==> config.mk <==
export PLATFORM = sky130hd
export DESIGN_NAME = line_frontend_config_control
export DESIGN_NICKNAME = d
export VERILOG_FILES = /design/src/hdl/line_frontend_pkg.sv /design/src/hdl/line_frontend_config_control.sv /design/src/hdl/clk_activity_monitor.sv
export VERILOG_INCLUDE_DIRS = /design/src /design/src/hdl
export SDC_FILE = /design/constraint.sdc
export NUM_CORES = 1
export LEC_CHECK = 0
export BUFFER_PORTS_ARGS = -buffer_cell sky130_fd_sc_hd__clkbuf_2
export CORE_MARGIN = 2
export CORE_UTILIZATION = 55
export DETAILED_ROUTE_END_ITERATION = 10
export PLACE_DENSITY = 0.8
export SYNTH_ARGS = -nofsm -noshare
export SYNTH_HDL_FRONTEND = slang
export SYNTH_SLANG_ARGS = --single-unit
==> constraint.sdc <==
create_clock -name sys_clk_in -period 5.5 [get_ports sys_clk_in]
set_input_delay 1.1 -clock sys_clk_in [delete_from_list [all_inputs] [get_ports sys_clk_in]]
set_output_delay 1.1 -clock sys_clk_in [all_outputs]
set_load 0.02 [all_outputs]
==> src/hdl/line_frontend_cfg.svh <==
// Constants for the line front end configuration and control block
// Summary of operation
// - Internal tx termination picks 75/100/110/120 ohm
// - External tx termination only allowed in E1
// - Tx impedance and template codes follow table
// - Pin mode: low source pin means external
// - Float control bit tristates both tx outputs
// - Pin mode: high float pin tristates tx
// - Ref clock loss, tx clock loss outside loopback/internal pattern, powerdown, reset also tristate tx
// - Tx powerdown bit powers down and tristates
// - Pin mode: both pattern pins high power down
// - Rx termination code; top bit means external
// - Monitor gain 22, 26 or 32 dB
// - Pin mode: monitor pin gives 0/26 dB
// - No loss-of-signal report with boosted gain
// - Equalizer bit enables equalizer, low LOS levels
// - Sensitivity -10/-20 dB; pin mode no equalizer
// - Slicer threshold 40/50/60/70 percent of peak
// - Slicer feeds recovery, else rails directly
// - One standard mark or space per interval
`ifndef LINE_FRONTEND_CFG_SVH
`define LINE_FRONTEND_CFG_SVH
// Register indices; byte address is four times the index
`define IDX_TERM 6'h03
`define IDX_TX_CFG0 6'h05
`define IDX_TX_CFG1 6'h06
`define IDX_RX_CFG1 6'h0B
`define IDX_RX_CFG2 6'h0C
`define IDX_MODE 6'h10
`define IDX_STAT 6'h11
// Field positions
`define TERM_RX_LSB 0
`define TERM_TX_LSB 3
`define TX_OFF_BIT 4
`define TX_FLOAT_BIT 5
`define EQ_ENABLE_BIT 5
`define THRESH_LSB 0
`define GAIN_LSB 2
`define MODE_E1_BIT 0
`define MODE_CDR_BIT 1
`define MODE_RLOOP_BIT 2
`define MODE_INTPAT_BIT 3
`define MODE_SWRST_BIT 4
// Reset values
`define TERM_RST 6'h00
`define TX_CFG0_RST 1'b0
`define TX_CFG1_RST 4'h0
`define RX_CFG1_RST 5'h00
`define MODE_RST 4'h3
// Timing: a monitored clock is lost after this long without an edge
`define SYS_CLK_NS 8
`define CLK_LOSS_NS 2000
`define CLK_LOSS_CYC ((`CLK_LOSS_NS) / (`SYS_CLK_NS))
`endif

==> src/hdl/line_frontend_pkg.sv <==
// Types shared by the line front end configuration and control block
package line_frontend_pkg;
	// Hardware control pins, sampled as one bundle
	typedef struct packed {
		logic hw_mode;
		logic imp_src;
		logic tx_float;
		logic tx_pattern_pin1;
		logic tx_pattern_pin0;
		logic mon_boost;
		logic [3:0] tmpl;
	} ctl_pins_t;

	// Clock activity monitor state
	typedef struct packed {
		logic s1;
		logic s2;
		logic s3;
		logic [15:0] cnt;
		logic armed;
		logic lost;
	} clk_mon_state_t;

	// Whole state of the control block
	typedef struct packed {
		ctl_pins_t p1;
		ctl_pins_t p2;
		logic [5:0] term;
		logic tx_off;
		logic [3:0] tmpl;
		logic float_req;
		logic eq;
		logic [4:0] los_lvl;
		logic [1:0] gain_sel;
		logic [1:0] decision_threshold_sel;
		logic [3:0] mode;
		logic hold;
		logic pready;
		logic pslverr;
		logic [31:0] prdata;
		logic tx_pos;
		logic tx_neg;
		logic tx_oe_n;
		logic tx_pd;
		logic tx_int;
		logic [1:0] tx_ohm;
		logic [3:0] tmpl_o;
		logic rx_int;
		logic [1:0] rx_ohm;
		logic [1:0] gain;
		logic eq_o;
		logic los_en;
		logic [4:0] los_o;
		logic rx_pos;
		logic rx_neg;
		logic cdr_pos;
		logic cdr_neg;
		logic cdr_vld;
	} ctl_state_t;
endpackage

==> src/hdl/line_frontend_config_control.sv <==
// Line front end configuration, transmit driver control and data slicer
//
// Added by the designer: the APB register port.
`timescale 1ns/1ps
`default_nettype none
`include "line_frontend_cfg.svh"
module line_frontend_config_control #(
	parameter int AMP_W = 8,
	parameter int CLK_LOSS_CYCLES = `CLK_LOSS_CYC
) (
	// Clock and reset
	input wire logic sys_clk_in,
	input wire logic rst_n_in,
	// APB slave
	input wire logic psel_in,
	input wire logic penable_in,
	input wire logic pwrite_in,
	input wire logic [7:0] paddr_in,
	input wire logic [31:0] pwdata_in,
	output logic [31:0] prdata_out,
	output logic pready_out,
	output logic pslverr_out,
	// Hardware control pins (asynchronous)
	input wire logic hw_mode_pin_in,
	input wire logic impedance_source_pin_in,
	input wire logic tx_float_pin_in,
	input wire logic tx_pattern_pin1_in,
	input wire logic tx_pattern_pin0_in,
	input wire logic monitor_boost_pin_in,
	input wire logic [3:0] pulse_template_pin_in,
	// Monitored clocks (asynchronous)
	input wire logic master_ref_clock_in,
	input wire logic tx_bit_clock_in,
	// Transmit data from the encoder
	input wire logic tx_pos_in,
	input wire logic tx_neg_in,
	// Transmit line driver
	output logic tx_line_pos_out,
	output logic tx_line_neg_out,
	output logic tx_line_oe_n_out,
	output logic tx_powerdown_out,
	// Termination and waveform control
	output logic tx_int_term_out,
	output logic [1:0] tx_term_code_out,
	output logic [3:0] pulse_template_out,
	output logic rx_int_term_out,
	output logic [1:0] rx_term_code_out,
	// Receive front end control
	output logic [1:0] monitor_gain_out,
	output logic equalizer_on_out,
	output logic los_enable_out,
	output logic [4:0] los_level_out,
	// Receive amplitude samples, one per pulse interval
	input wire logic rx_sample_vld_in,
	input wire logic rx_sample_neg_in,
	input wire logic [AMP_W-1:0] rx_amp_in,
	input wire logic [AMP_W-1:0] rx_peak_in,
	// Slicer output to clock recovery and to the rails
	output logic cdr_pos_out,
	output logic cdr_neg_out,
	output logic cdr_vld_out,
	output logic rx_pos_rail_out,
	output logic rx_neg_rail_out
);
	line_frontend_pkg::ctl_state_t st;
	line_frontend_pkg::ctl_state_t next_st;
	line_frontend_pkg::ctl_pins_t pins_raw;
	logic mclk_lost;
	logic tx_bit_clock_lost;

	initial begin
		if (AMP_W < 2 || AMP_W > 24) begin
			$error("line_frontend_config_control: AMP_W out of range");
		end
	end

	// Impedance code implied by a template code in pin mode
	function automatic logic [1:0] term_from_tmpl(input logic [3:0] t);
		case (t)
			4'h0: term_from_tmpl = 2'h0;
			4'h1: term_from_tmpl = 2'h1;
			4'h7: term_from_tmpl = 2'h3;
			default: term_from_tmpl = 2'h2;
		endcase
	endfunction

	// Slicer decision: nonzero amplitude at or above the chosen fraction of peak
	function automatic logic decision_threshold_sel_hit(input logic [AMP_W-1:0] amp,
		input logic [AMP_W-1:0] pk, input logic [1:0] sel);
		logic [AMP_W+3:0] lhs;
		logic [AMP_W+3:0] rhs;
		lhs = (AMP_W+4)'(amp) * (AMP_W+4)'(10);
		rhs = (AMP_W+4)'(pk) * (AMP_W+4)'({2'b01, sel});
		decision_threshold_sel_hit = (lhs >= rhs) && (amp != '0);
	endfunction

	// Register read data
	function automatic logic [31:0] reg_read(input line_frontend_pkg::ctl_state_t s,
		input logic [5:0] idx, input logic ml, input logic tl);
		case (idx)
			`IDX_TERM: reg_read = {26'h0000000, s.term};
			`IDX_TX_CFG0: reg_read = 32'(s.tx_off) << `TX_OFF_BIT;
			`IDX_TX_CFG1: reg_read = (32'(s.float_req) << `TX_FLOAT_BIT) | 32'(s.tmpl);
			`IDX_RX_CFG1: reg_read = (32'(s.eq) << `EQ_ENABLE_BIT) | 32'(s.los_lvl);
			`IDX_RX_CFG2: reg_read = (32'(s.gain_sel) << `GAIN_LSB) | 32'(s.decision_threshold_sel);
			`IDX_MODE: reg_read = 32'(s.mode);
			`IDX_STAT: reg_read = {21'h000000, s.los_en, s.eq_o, s.gain, s.tx_int,
				s.tx_pd, s.tx_oe_n, s.hold, tl, ml, s.p2.hw_mode};
			default: reg_read = 32'h00000000;
		endcase
	endfunction

	function automatic logic idx_mapped(input logic [5:0] idx);
		idx_mapped = (idx == `IDX_TERM) || (idx == `IDX_TX_CFG0) || (idx == `IDX_TX_CFG1)
			|| (idx == `IDX_RX_CFG1) || (idx == `IDX_RX_CFG2) || (idx == `IDX_MODE)
			|| (idx == `IDX_STAT);
	endfunction

	// Loss detectors for the reference and transmit clocks
	clk_activity_monitor #(.TIMEOUT(CLK_LOSS_CYCLES)) u_mclk_mon (
		.sys_clk_in(sys_clk_in),
		.rst_n_in(rst_n_in),
		.probe_in(master_ref_clock_in),
		.lost_out(mclk_lost)
	);
	clk_activity_monitor #(.TIMEOUT(CLK_LOSS_CYCLES)) u_tx_bit_clock_mon (
		.sys_clk_in(sys_clk_in),
		.rst_n_in(rst_n_in),
		.probe_in(tx_bit_clock_in),
		.lost_out(tx_bit_clock_lost)
	);

	// Gather the pins so they cross into the clock domain as one bundle
	always_comb begin
		pins_raw.hw_mode = hw_mode_pin_in;
		pins_raw.imp_src = impedance_source_pin_in;
		pins_raw.tx_float = tx_float_pin_in;
		pins_raw.tx_pattern_pin1 = tx_pattern_pin1_in;
		pins_raw.tx_pattern_pin0 = tx_pattern_pin0_in;
		pins_raw.mon_boost = monitor_boost_pin_in;
		pins_raw.tmpl = pulse_template_pin_in;
	end

	// Next state: bus access, configuration, derived controls and slicer
	always_comb begin
		logic [5:0] idx;
		logic wr;
		logic hw;
		logic ext;
		logic fl;
		logic hit;
		idx = paddr_in[7:2];
		wr = psel_in && penable_in && st.pready && pwrite_in;
		hw = st.p2.hw_mode;
		ext = 1'b0;
		fl = 1'b0;
		hit = 1'b0;
		next_st = st;
		next_st.p1 = pins_raw;
		next_st.p2 = st.p1;

		// APB: ready in the first access cycle, data latched from setup
		next_st.pready = psel_in && !penable_in;
		next_st.pslverr = psel_in && !penable_in && !idx_mapped(idx);
		next_st.prdata = (psel_in && !penable_in && !pwrite_in)
			? reg_read(st, idx, mclk_lost, tx_bit_clock_lost) : 32'h00000000;

		// Register writes take effect only at the completing edge
		if (wr) begin
			case (idx)
				`IDX_TERM: next_st.term = pwdata_in[5:0];
				`IDX_TX_CFG0: begin
					next_st.tx_off = pwdata_in[`TX_OFF_BIT];
					next_st.hold = 1'b0;
				end
				`IDX_TX_CFG1: begin
					next_st.float_req = pwdata_in[`TX_FLOAT_BIT];
					next_st.tmpl = pwdata_in[3:0];
					next_st.hold = 1'b0;
				end
				`IDX_RX_CFG1: begin
					next_st.eq = pwdata_in[`EQ_ENABLE_BIT];
					next_st.los_lvl = pwdata_in[4:0];
				end
				`IDX_RX_CFG2: begin
					next_st.gain_sel = pwdata_in[`GAIN_LSB +: 2];
					next_st.decision_threshold_sel = pwdata_in[`THRESH_LSB +: 2];
				end
				`IDX_MODE: next_st.mode = pwdata_in[3:0];
				default: next_st.hold = st.hold;
			endcase
			// Software reset restores defaults and floats the driver again
			if (idx == `IDX_MODE && pwdata_in[`MODE_SWRST_BIT]) begin
				next_st.term = `TERM_RST;
				next_st.tx_off = `TX_CFG0_RST;
				next_st.float_req = 1'b0;
				next_st.tmpl = `TX_CFG1_RST;
				next_st.eq = 1'b0;
				next_st.los_lvl = `RX_CFG1_RST;
				next_st.gain_sel = 2'h0;
				next_st.decision_threshold_sel = 2'h0;
				next_st.mode = `MODE_RST;
				next_st.hold = 1'b1;
			end
		end
		// Pin mode has no software to release the reset float
		if (hw) begin
			next_st.hold = 1'b0;
		end

		// Termination and template selection
		if (hw) begin
			next_st.tx_int = st.p2.imp_src;
			next_st.rx_int = st.p2.imp_src;
			next_st.tx_ohm = term_from_tmpl(st.p2.tmpl);
			next_st.rx_ohm = term_from_tmpl(st.p2.tmpl);
			next_st.tmpl_o = st.p2.imp_src ? st.p2.tmpl : 4'h1;
			next_st.tx_pd = st.p2.tx_pattern_pin1 && st.p2.tx_pattern_pin0;
			next_st.gain = st.p2.mon_boost ? 2'h2 : 2'h0;
			next_st.eq_o = 1'b0;
			fl = st.p2.tx_float;
		end else begin
			// Outside E1 the external bit is ignored and internal stays on
			ext = st.term[`TERM_TX_LSB + 2] && st.mode[`MODE_E1_BIT];
			next_st.tx_int = !ext;
			next_st.tx_ohm = st.term[`TERM_TX_LSB +: 2];
			next_st.tmpl_o = ext ? 4'h1 : st.tmpl;
			next_st.rx_int = !st.term[`TERM_RX_LSB + 2];
			next_st.rx_ohm = st.term[`TERM_RX_LSB +: 2];
			next_st.tx_pd = st.tx_off;
			next_st.gain = st.gain_sel;
			next_st.eq_o = st.eq;
			fl = st.float_req;
		end
		next_st.los_en = (next_st.gain == 2'h0);
		// Low programmed levels only make sense with the equalizer running
		next_st.los_o = next_st.eq_o ? st.los_lvl : 5'h00;

		// Driver float: any one cause is enough
		fl = fl || next_st.tx_pd || mclk_lost || st.hold
			|| (tx_bit_clock_lost && !st.mode[`MODE_RLOOP_BIT] && !st.mode[`MODE_INTPAT_BIT]);
		next_st.tx_oe_n = fl;
		next_st.tx_pos = fl ? 1'b0 : tx_pos_in;
		next_st.tx_neg = fl ? 1'b0 : tx_neg_in;

		// Slicer: one symbol per interval, steered by recovery enable
		hit = decision_threshold_sel_hit(rx_amp_in, rx_peak_in, st.decision_threshold_sel);
		next_st.cdr_vld = rx_sample_vld_in && st.mode[`MODE_CDR_BIT];
		if (rx_sample_vld_in) begin
			next_st.cdr_pos = hit && !rx_sample_neg_in;
			next_st.cdr_neg = hit && rx_sample_neg_in;
			if (!st.mode[`MODE_CDR_BIT]) begin
				next_st.rx_pos = hit && !rx_sample_neg_in;
				next_st.rx_neg = hit && rx_sample_neg_in;
			end
		end
		if (st.mode[`MODE_CDR_BIT]) begin
			next_st.rx_pos = 1'b0;
			next_st.rx_neg = 1'b0;
		end
	end

	// State register; driver starts floated and held until configured
	always_ff @(posedge sys_clk_in) begin
		if (!rst_n_in) begin
			st <= '0;
			st.term <= `TERM_RST;
			st.mode <= `MODE_RST;
			st.hold <= 1'b1;
			st.tx_oe_n <= 1'b1;
			st.tx_int <= 1'b1;
			st.rx_int <= 1'b1;
			st.los_en <= 1'b1;
		end else begin
			st <= next_st;
		end
	end

	// Outputs straight from the state register
	assign prdata_out = st.prdata;
	assign pready_out = st.pready;
	assign pslverr_out = st.pslverr;
	assign tx_line_pos_out = st.tx_pos;
	assign tx_line_neg_out = st.tx_neg;
	assign tx_line_oe_n_out = st.tx_oe_n;
	assign tx_powerdown_out = st.tx_pd;
	assign tx_int_term_out = st.tx_int;
	assign tx_term_code_out = st.tx_ohm;
	assign pulse_template_out = st.tmpl_o;
	assign rx_int_term_out = st.rx_int;
	assign rx_term_code_out = st.rx_ohm;
	assign monitor_gain_out = st.gain;
	assign equalizer_on_out = st.eq_o;
	assign los_enable_out = st.los_en;
	assign los_level_out = st.los_o;
	assign cdr_pos_out = st.cdr_pos;
	assign cdr_neg_out = st.cdr_neg;
	assign cdr_vld_out = st.cdr_vld;
	assign rx_pos_rail_out = st.rx_pos;
	assign rx_neg_rail_out = st.rx_neg;
endmodule
`default_nettype wire

==> src/hdl/clk_activity_monitor.sv <==
// Loss detector for a foreign clock sampled on the system clock
`timescale 1ns/1ps
`default_nettype none
module clk_activity_monitor #(
	parameter int TIMEOUT = 250
) (
	// System clock and reset
	input wire logic sys_clk_in,
	input wire logic rst_n_in,
	// Monitored clock, treated as a plain asynchronous level
	input wire logic probe_in,
	// Loss flag
	output logic lost_out
);
	line_frontend_pkg::clk_mon_state_t st;
	line_frontend_pkg::clk_mon_state_t next_st;

	// Counter must hold the timeout and the probe needs two samples per period
	initial begin
		if (TIMEOUT < 2 || TIMEOUT > 65535) begin
			$error("clk_activity_monitor: TIMEOUT out of range");
		end
	end

	// Edge seen on the second and third stage only; first stage feeds nothing else
	always_comb begin
		next_st = st;
		next_st.s1 = probe_in;
		next_st.s2 = st.s1;
		next_st.s3 = st.s2;
		// The first edge after reset may only be the idle pin level arriving
		if (st.s2 != st.s3) begin
			next_st.cnt = 16'h0000;
			next_st.armed = 1'b1;
			next_st.lost = st.armed ? 1'b0 : st.lost;
		end else if (st.cnt == 16'(TIMEOUT - 1)) begin
			next_st.lost = 1'b1;
		end else begin
			next_st.cnt = st.cnt + 16'h0001;
		end
	end

	// Lost until a second edge shows up, so the driver starts safe
	always_ff @(posedge sys_clk_in) begin
		if (!rst_n_in) begin
			st <= '{s1: 1'b0, s2: 1'b0, s3: 1'b0, cnt: 16'h0000, armed: 1'b0, lost: 1'b1};
		end else begin
			st <= next_st;
		end
	end

	assign lost_out = st.lost;
endmodule
`default_nettype wire

==> key figures <==
CTS
  – Clk slew on worst S/H paths: around 60 ps
  – # hold bufs at CTS: 0
  – CTS resizes: 0
  – CTS tree: built
  – CTS Buffer Depth: 2
  – Number of CTS-inserted buffers: 17
  – Clock sink count: 130
  – Later-pin clock latency in the skew report: roughly 410 ps
  – H-tree Lvls: 4
  – Root Buffer: clkbuf_16
  – Setup bufs post-CTS: 0

Die
  – Die Wd: between 100 and 150 um
  – Row count: 39
  – Initial Util: 0.568
  – Die Span Y: about 110 um
  – Number of I/O pins: ~140
  – Die area: 12,700 um2
  – Core Area: around 11,000 um2

Job
  – Max Cap Viol: 0

Global route
  – Gr ovfl total: 0
  – Gr usage total: 0.228
  – Largest net degree at the start of global routing: 60
  – Vias in the first global route: just over 5,000
  – First-pass GRT wire length: ~24 mm
  – Initial antenna violation count: 0

Route
  – Initial drt markers: ~430
  – # DRC: 0
  – Antenna viol nets, final: 0
  – First-pass DRT Iterations: 6
  – Final WL: 14.4 mm
  – Routed len/inst: between 15 and 20 um
  – Vias/cell: 5.60
  – Routed via count: roughly 5,200

STA
  – Slew Viols, Final: 0
  – Unrepaired setup endpoints after global routing: no
  – Fmax: 229 MHz
  – Worst-margin pin slew: about 830 ps
  – Fin. Hold Viols: 0
  – Period Utilization, post-route: 0.793
  – Slew HR: 0.448
  – Final setup margin: 1140 ps
  – Final setup TNS: 0 ps
  – Final setup fails: 0
  – Worst Skew: 4.89 ps
  – Final min period: ~4400 ps

Pwr
  – Maximum VDD drop: between 0.2 and 0.3 mV
  – Clk pwr share: 0.512
  – Combinational share of power: 0.077
  – Static leakage: roughly 3.1 nW
  – Seq pwr share: 0.411
  – Internal: 1.81 mW
  – Total power divided by cell area: 322 nW/um2
  – Sw frac: 0.234
  – NetSw: 554 uW

Min path
  – Min-delay worst type: flop to flop

Placed design
  – GPL Wtd Cong: 0.899
  – Buffers on Ports: 89
  – Post-DP HPWL: 10.3 mm
  – Pre-CTS setup slack: 727 ps
  – Post-Place Cells: ~900

Yosys
  – Synth area leader: dfxtp_1
  – Ys flop type: dfxtp_1
  – Post-synth EDFFs: 0
  – Yosys warning total: 0
  – Top-count cell post-synth: dfxtp_1
  – Sequential share of the synthesized area: 0.399
  – Post-synth ARST share: 0
  – Synthesized instance count: between 700 and 800
  – Top cell type's share of synthesized area: 0.399
  – Synth Register Bits: 130
  – Cell variety after synth: between 60 and 70
  – Post-Syn Area: 6510 um2
  – Post-synth top cells: dfxtp_1, and2_1, nor2_1
  – Area contributors post-synth: dfxtp_1, ha_1, and2_1
  – Syn avg cell area: between 9 and 10 um2

Cells and area
  – Finished Layout Cells: ~930
  – Area delta synth->final: 12.9%
  – Nets: 896
  – Number of diodes: 0
  – Fin util: 0.641
  – Share of layout cells above drive strength 1: 0.168

Critical path
  – Reg2reg setup slack: between 1000 and 1500 ps
  – CP required: 5800 ps
  – CP max stage cell: fa_1
  – Startpoint Class: input port
  – Crit end category: flop
  – Worst Path Arrival: between 4000 and 5000 ps
  – Crit Path Class: input port to flop
  – CP max FO: 4
  – Critical-path cell list: clkbuf_2, nand2_1, fa_1, inv_1, ha_1, fa_1, a21o_1, a21oi_1, nor2_1, o31ai_1, o2bb2ai_1, ha_1, nand3_1, a31oi_1, a211oi_1, nand3b_1, a32o_1
  – CP peak stage delay: 530 ps

Run status
  – Status: finished, final reports clean
[cells by family (layout without fill, tap and decap cells)]
family / count (synthesis) / in the layout / synth area share
buffers and inverters: 99 / 148 / 0.0930
DFF: 130 / 130 / 0.399
other: 1 / 21 / 0.000576
muxes: 7 / 7 / 0.0111
AOI/OAI and AO/OA: 118 / 118 / 0.121
xor gates and xnor gates: 37 / 37 / 0.0497
and+or+nand+nor: 283 / 283 / 0.231
adders and majority gates: 44 / 44 / 0.0937
[worst max-delay path, delay by kind of cell]
kind            cells  cell delay, ps
compound gates      7            1530
fa+ha+maj           4            1410
buf+inv             2             170
simple gates        4             450
[power by group through the flow]
stage	clock, mW	combinational, mW	sequential [mW]
3_3_place_gp	0	0.170	0.991
2_1_floorplan	0	0.139	0.991
4_1_cts	1.22	0.182	0.972
3_5_place_dp	0	0.179	0.992
5_1_grt	1.27	0.205	0.974
6_report	1.21	0.183	0.972
[final timing paths]
| check | startpoint | cells past startpoint | endpoint |
|---|---|---|---|
| setup / recovery | rx_peak_in[1] | 17 | rx_pos_rail_out |
| hold / removal | next_st[89] | 1 | st[89] |
| setup reg to reg | st[68] | 16 | rx_pos_rail_out |
| hold reg to reg | next_st[89] | 1 | st[89] |
[cells in the final DEF (no fill, tap or decap), types with 3 or more instances in the layout]
master	n
nor4b_1	4
a21oi_1	29
o21a_1	3
bufinv_16	4
a21o_1	4
fa_1	8
or3_1	5
clkinv_4	4
a31oi_1	6
nor2_1	57
and2_1	58
a211oi_1	5
and4_1	5
a21boi_0	24
nand3_1	50
clkbuf_16	17
conb_1	21
a32oi_1	3
and3_1	8
a22oi_1	4
ha_1	36
dfxtp_1	130
nand4_1	12
clkbuf_2	89
mux2i_1	5
inv_6	3
o21ai_0	19
xor2_1	23
nand3b_1	4
nor3b_1	5
nand2_1	42
nor2b_1	11
nor4_1	6
o31ai_1	3
inv_1	26
nor3_1	6
xnor2_1	14
[cell type report]
class,count,area [um2]
Fill cell,931,4110
Multi-Input combinational cell,510,3380
Sequential cell,130,2600
Timing Repair Buffer,90,453
Clock buffer,19,443
Clock inverter,13,198
Tap cell,143,179
Inverter,26,97.6
[state kept, by name, indices dropped and copies added, names as in the netlist, 2 cells and up]
| register | cells |
|---|---|
| pulse_template_out | 4 |
| rx_term_code_out | 2 |
| u_mclk_mon.st | 18 |
| next_st | 10 |
| monitor_gain_out | 2 |
| los_level_out | 5 |
| u_tx_bit_clock_mon.st | 18 |
| u_tx_bit_clock_mon.next_st | 2 |
| prdata_out | 11 |
| u_mclk_mon.next_st | 2 |
| st | 37 |
| tx_term_code_out | 2 |
[metal layers]
| metal | up-vias | track usage | wire length, um |
|---|---|---|---|
| li1 | 2536 | - | - |
| met1 | 2423 | 0.273 | 5910 |
| met2 | 212 | 0.399 | 7150 |
| met3 | 42 | 0.0493 | 862 |
| met4 | 0 | 0.0943 | 483 |
| met5 | - | 0 | 0 |
[per-stage QoR]
stage,hold slack (ps),power (mW),instance area [um2]
2_1_floorplan,412,1.13,6590
3_3_place_gp,420,1.16,6710
3_5_place_dp,421,1.17,6710
4_1_cts,434,2.38,7350
5_1_grt,457,2.45,7350
6_report,432,2.37,7350
Power figures use the tool's default switching activity.
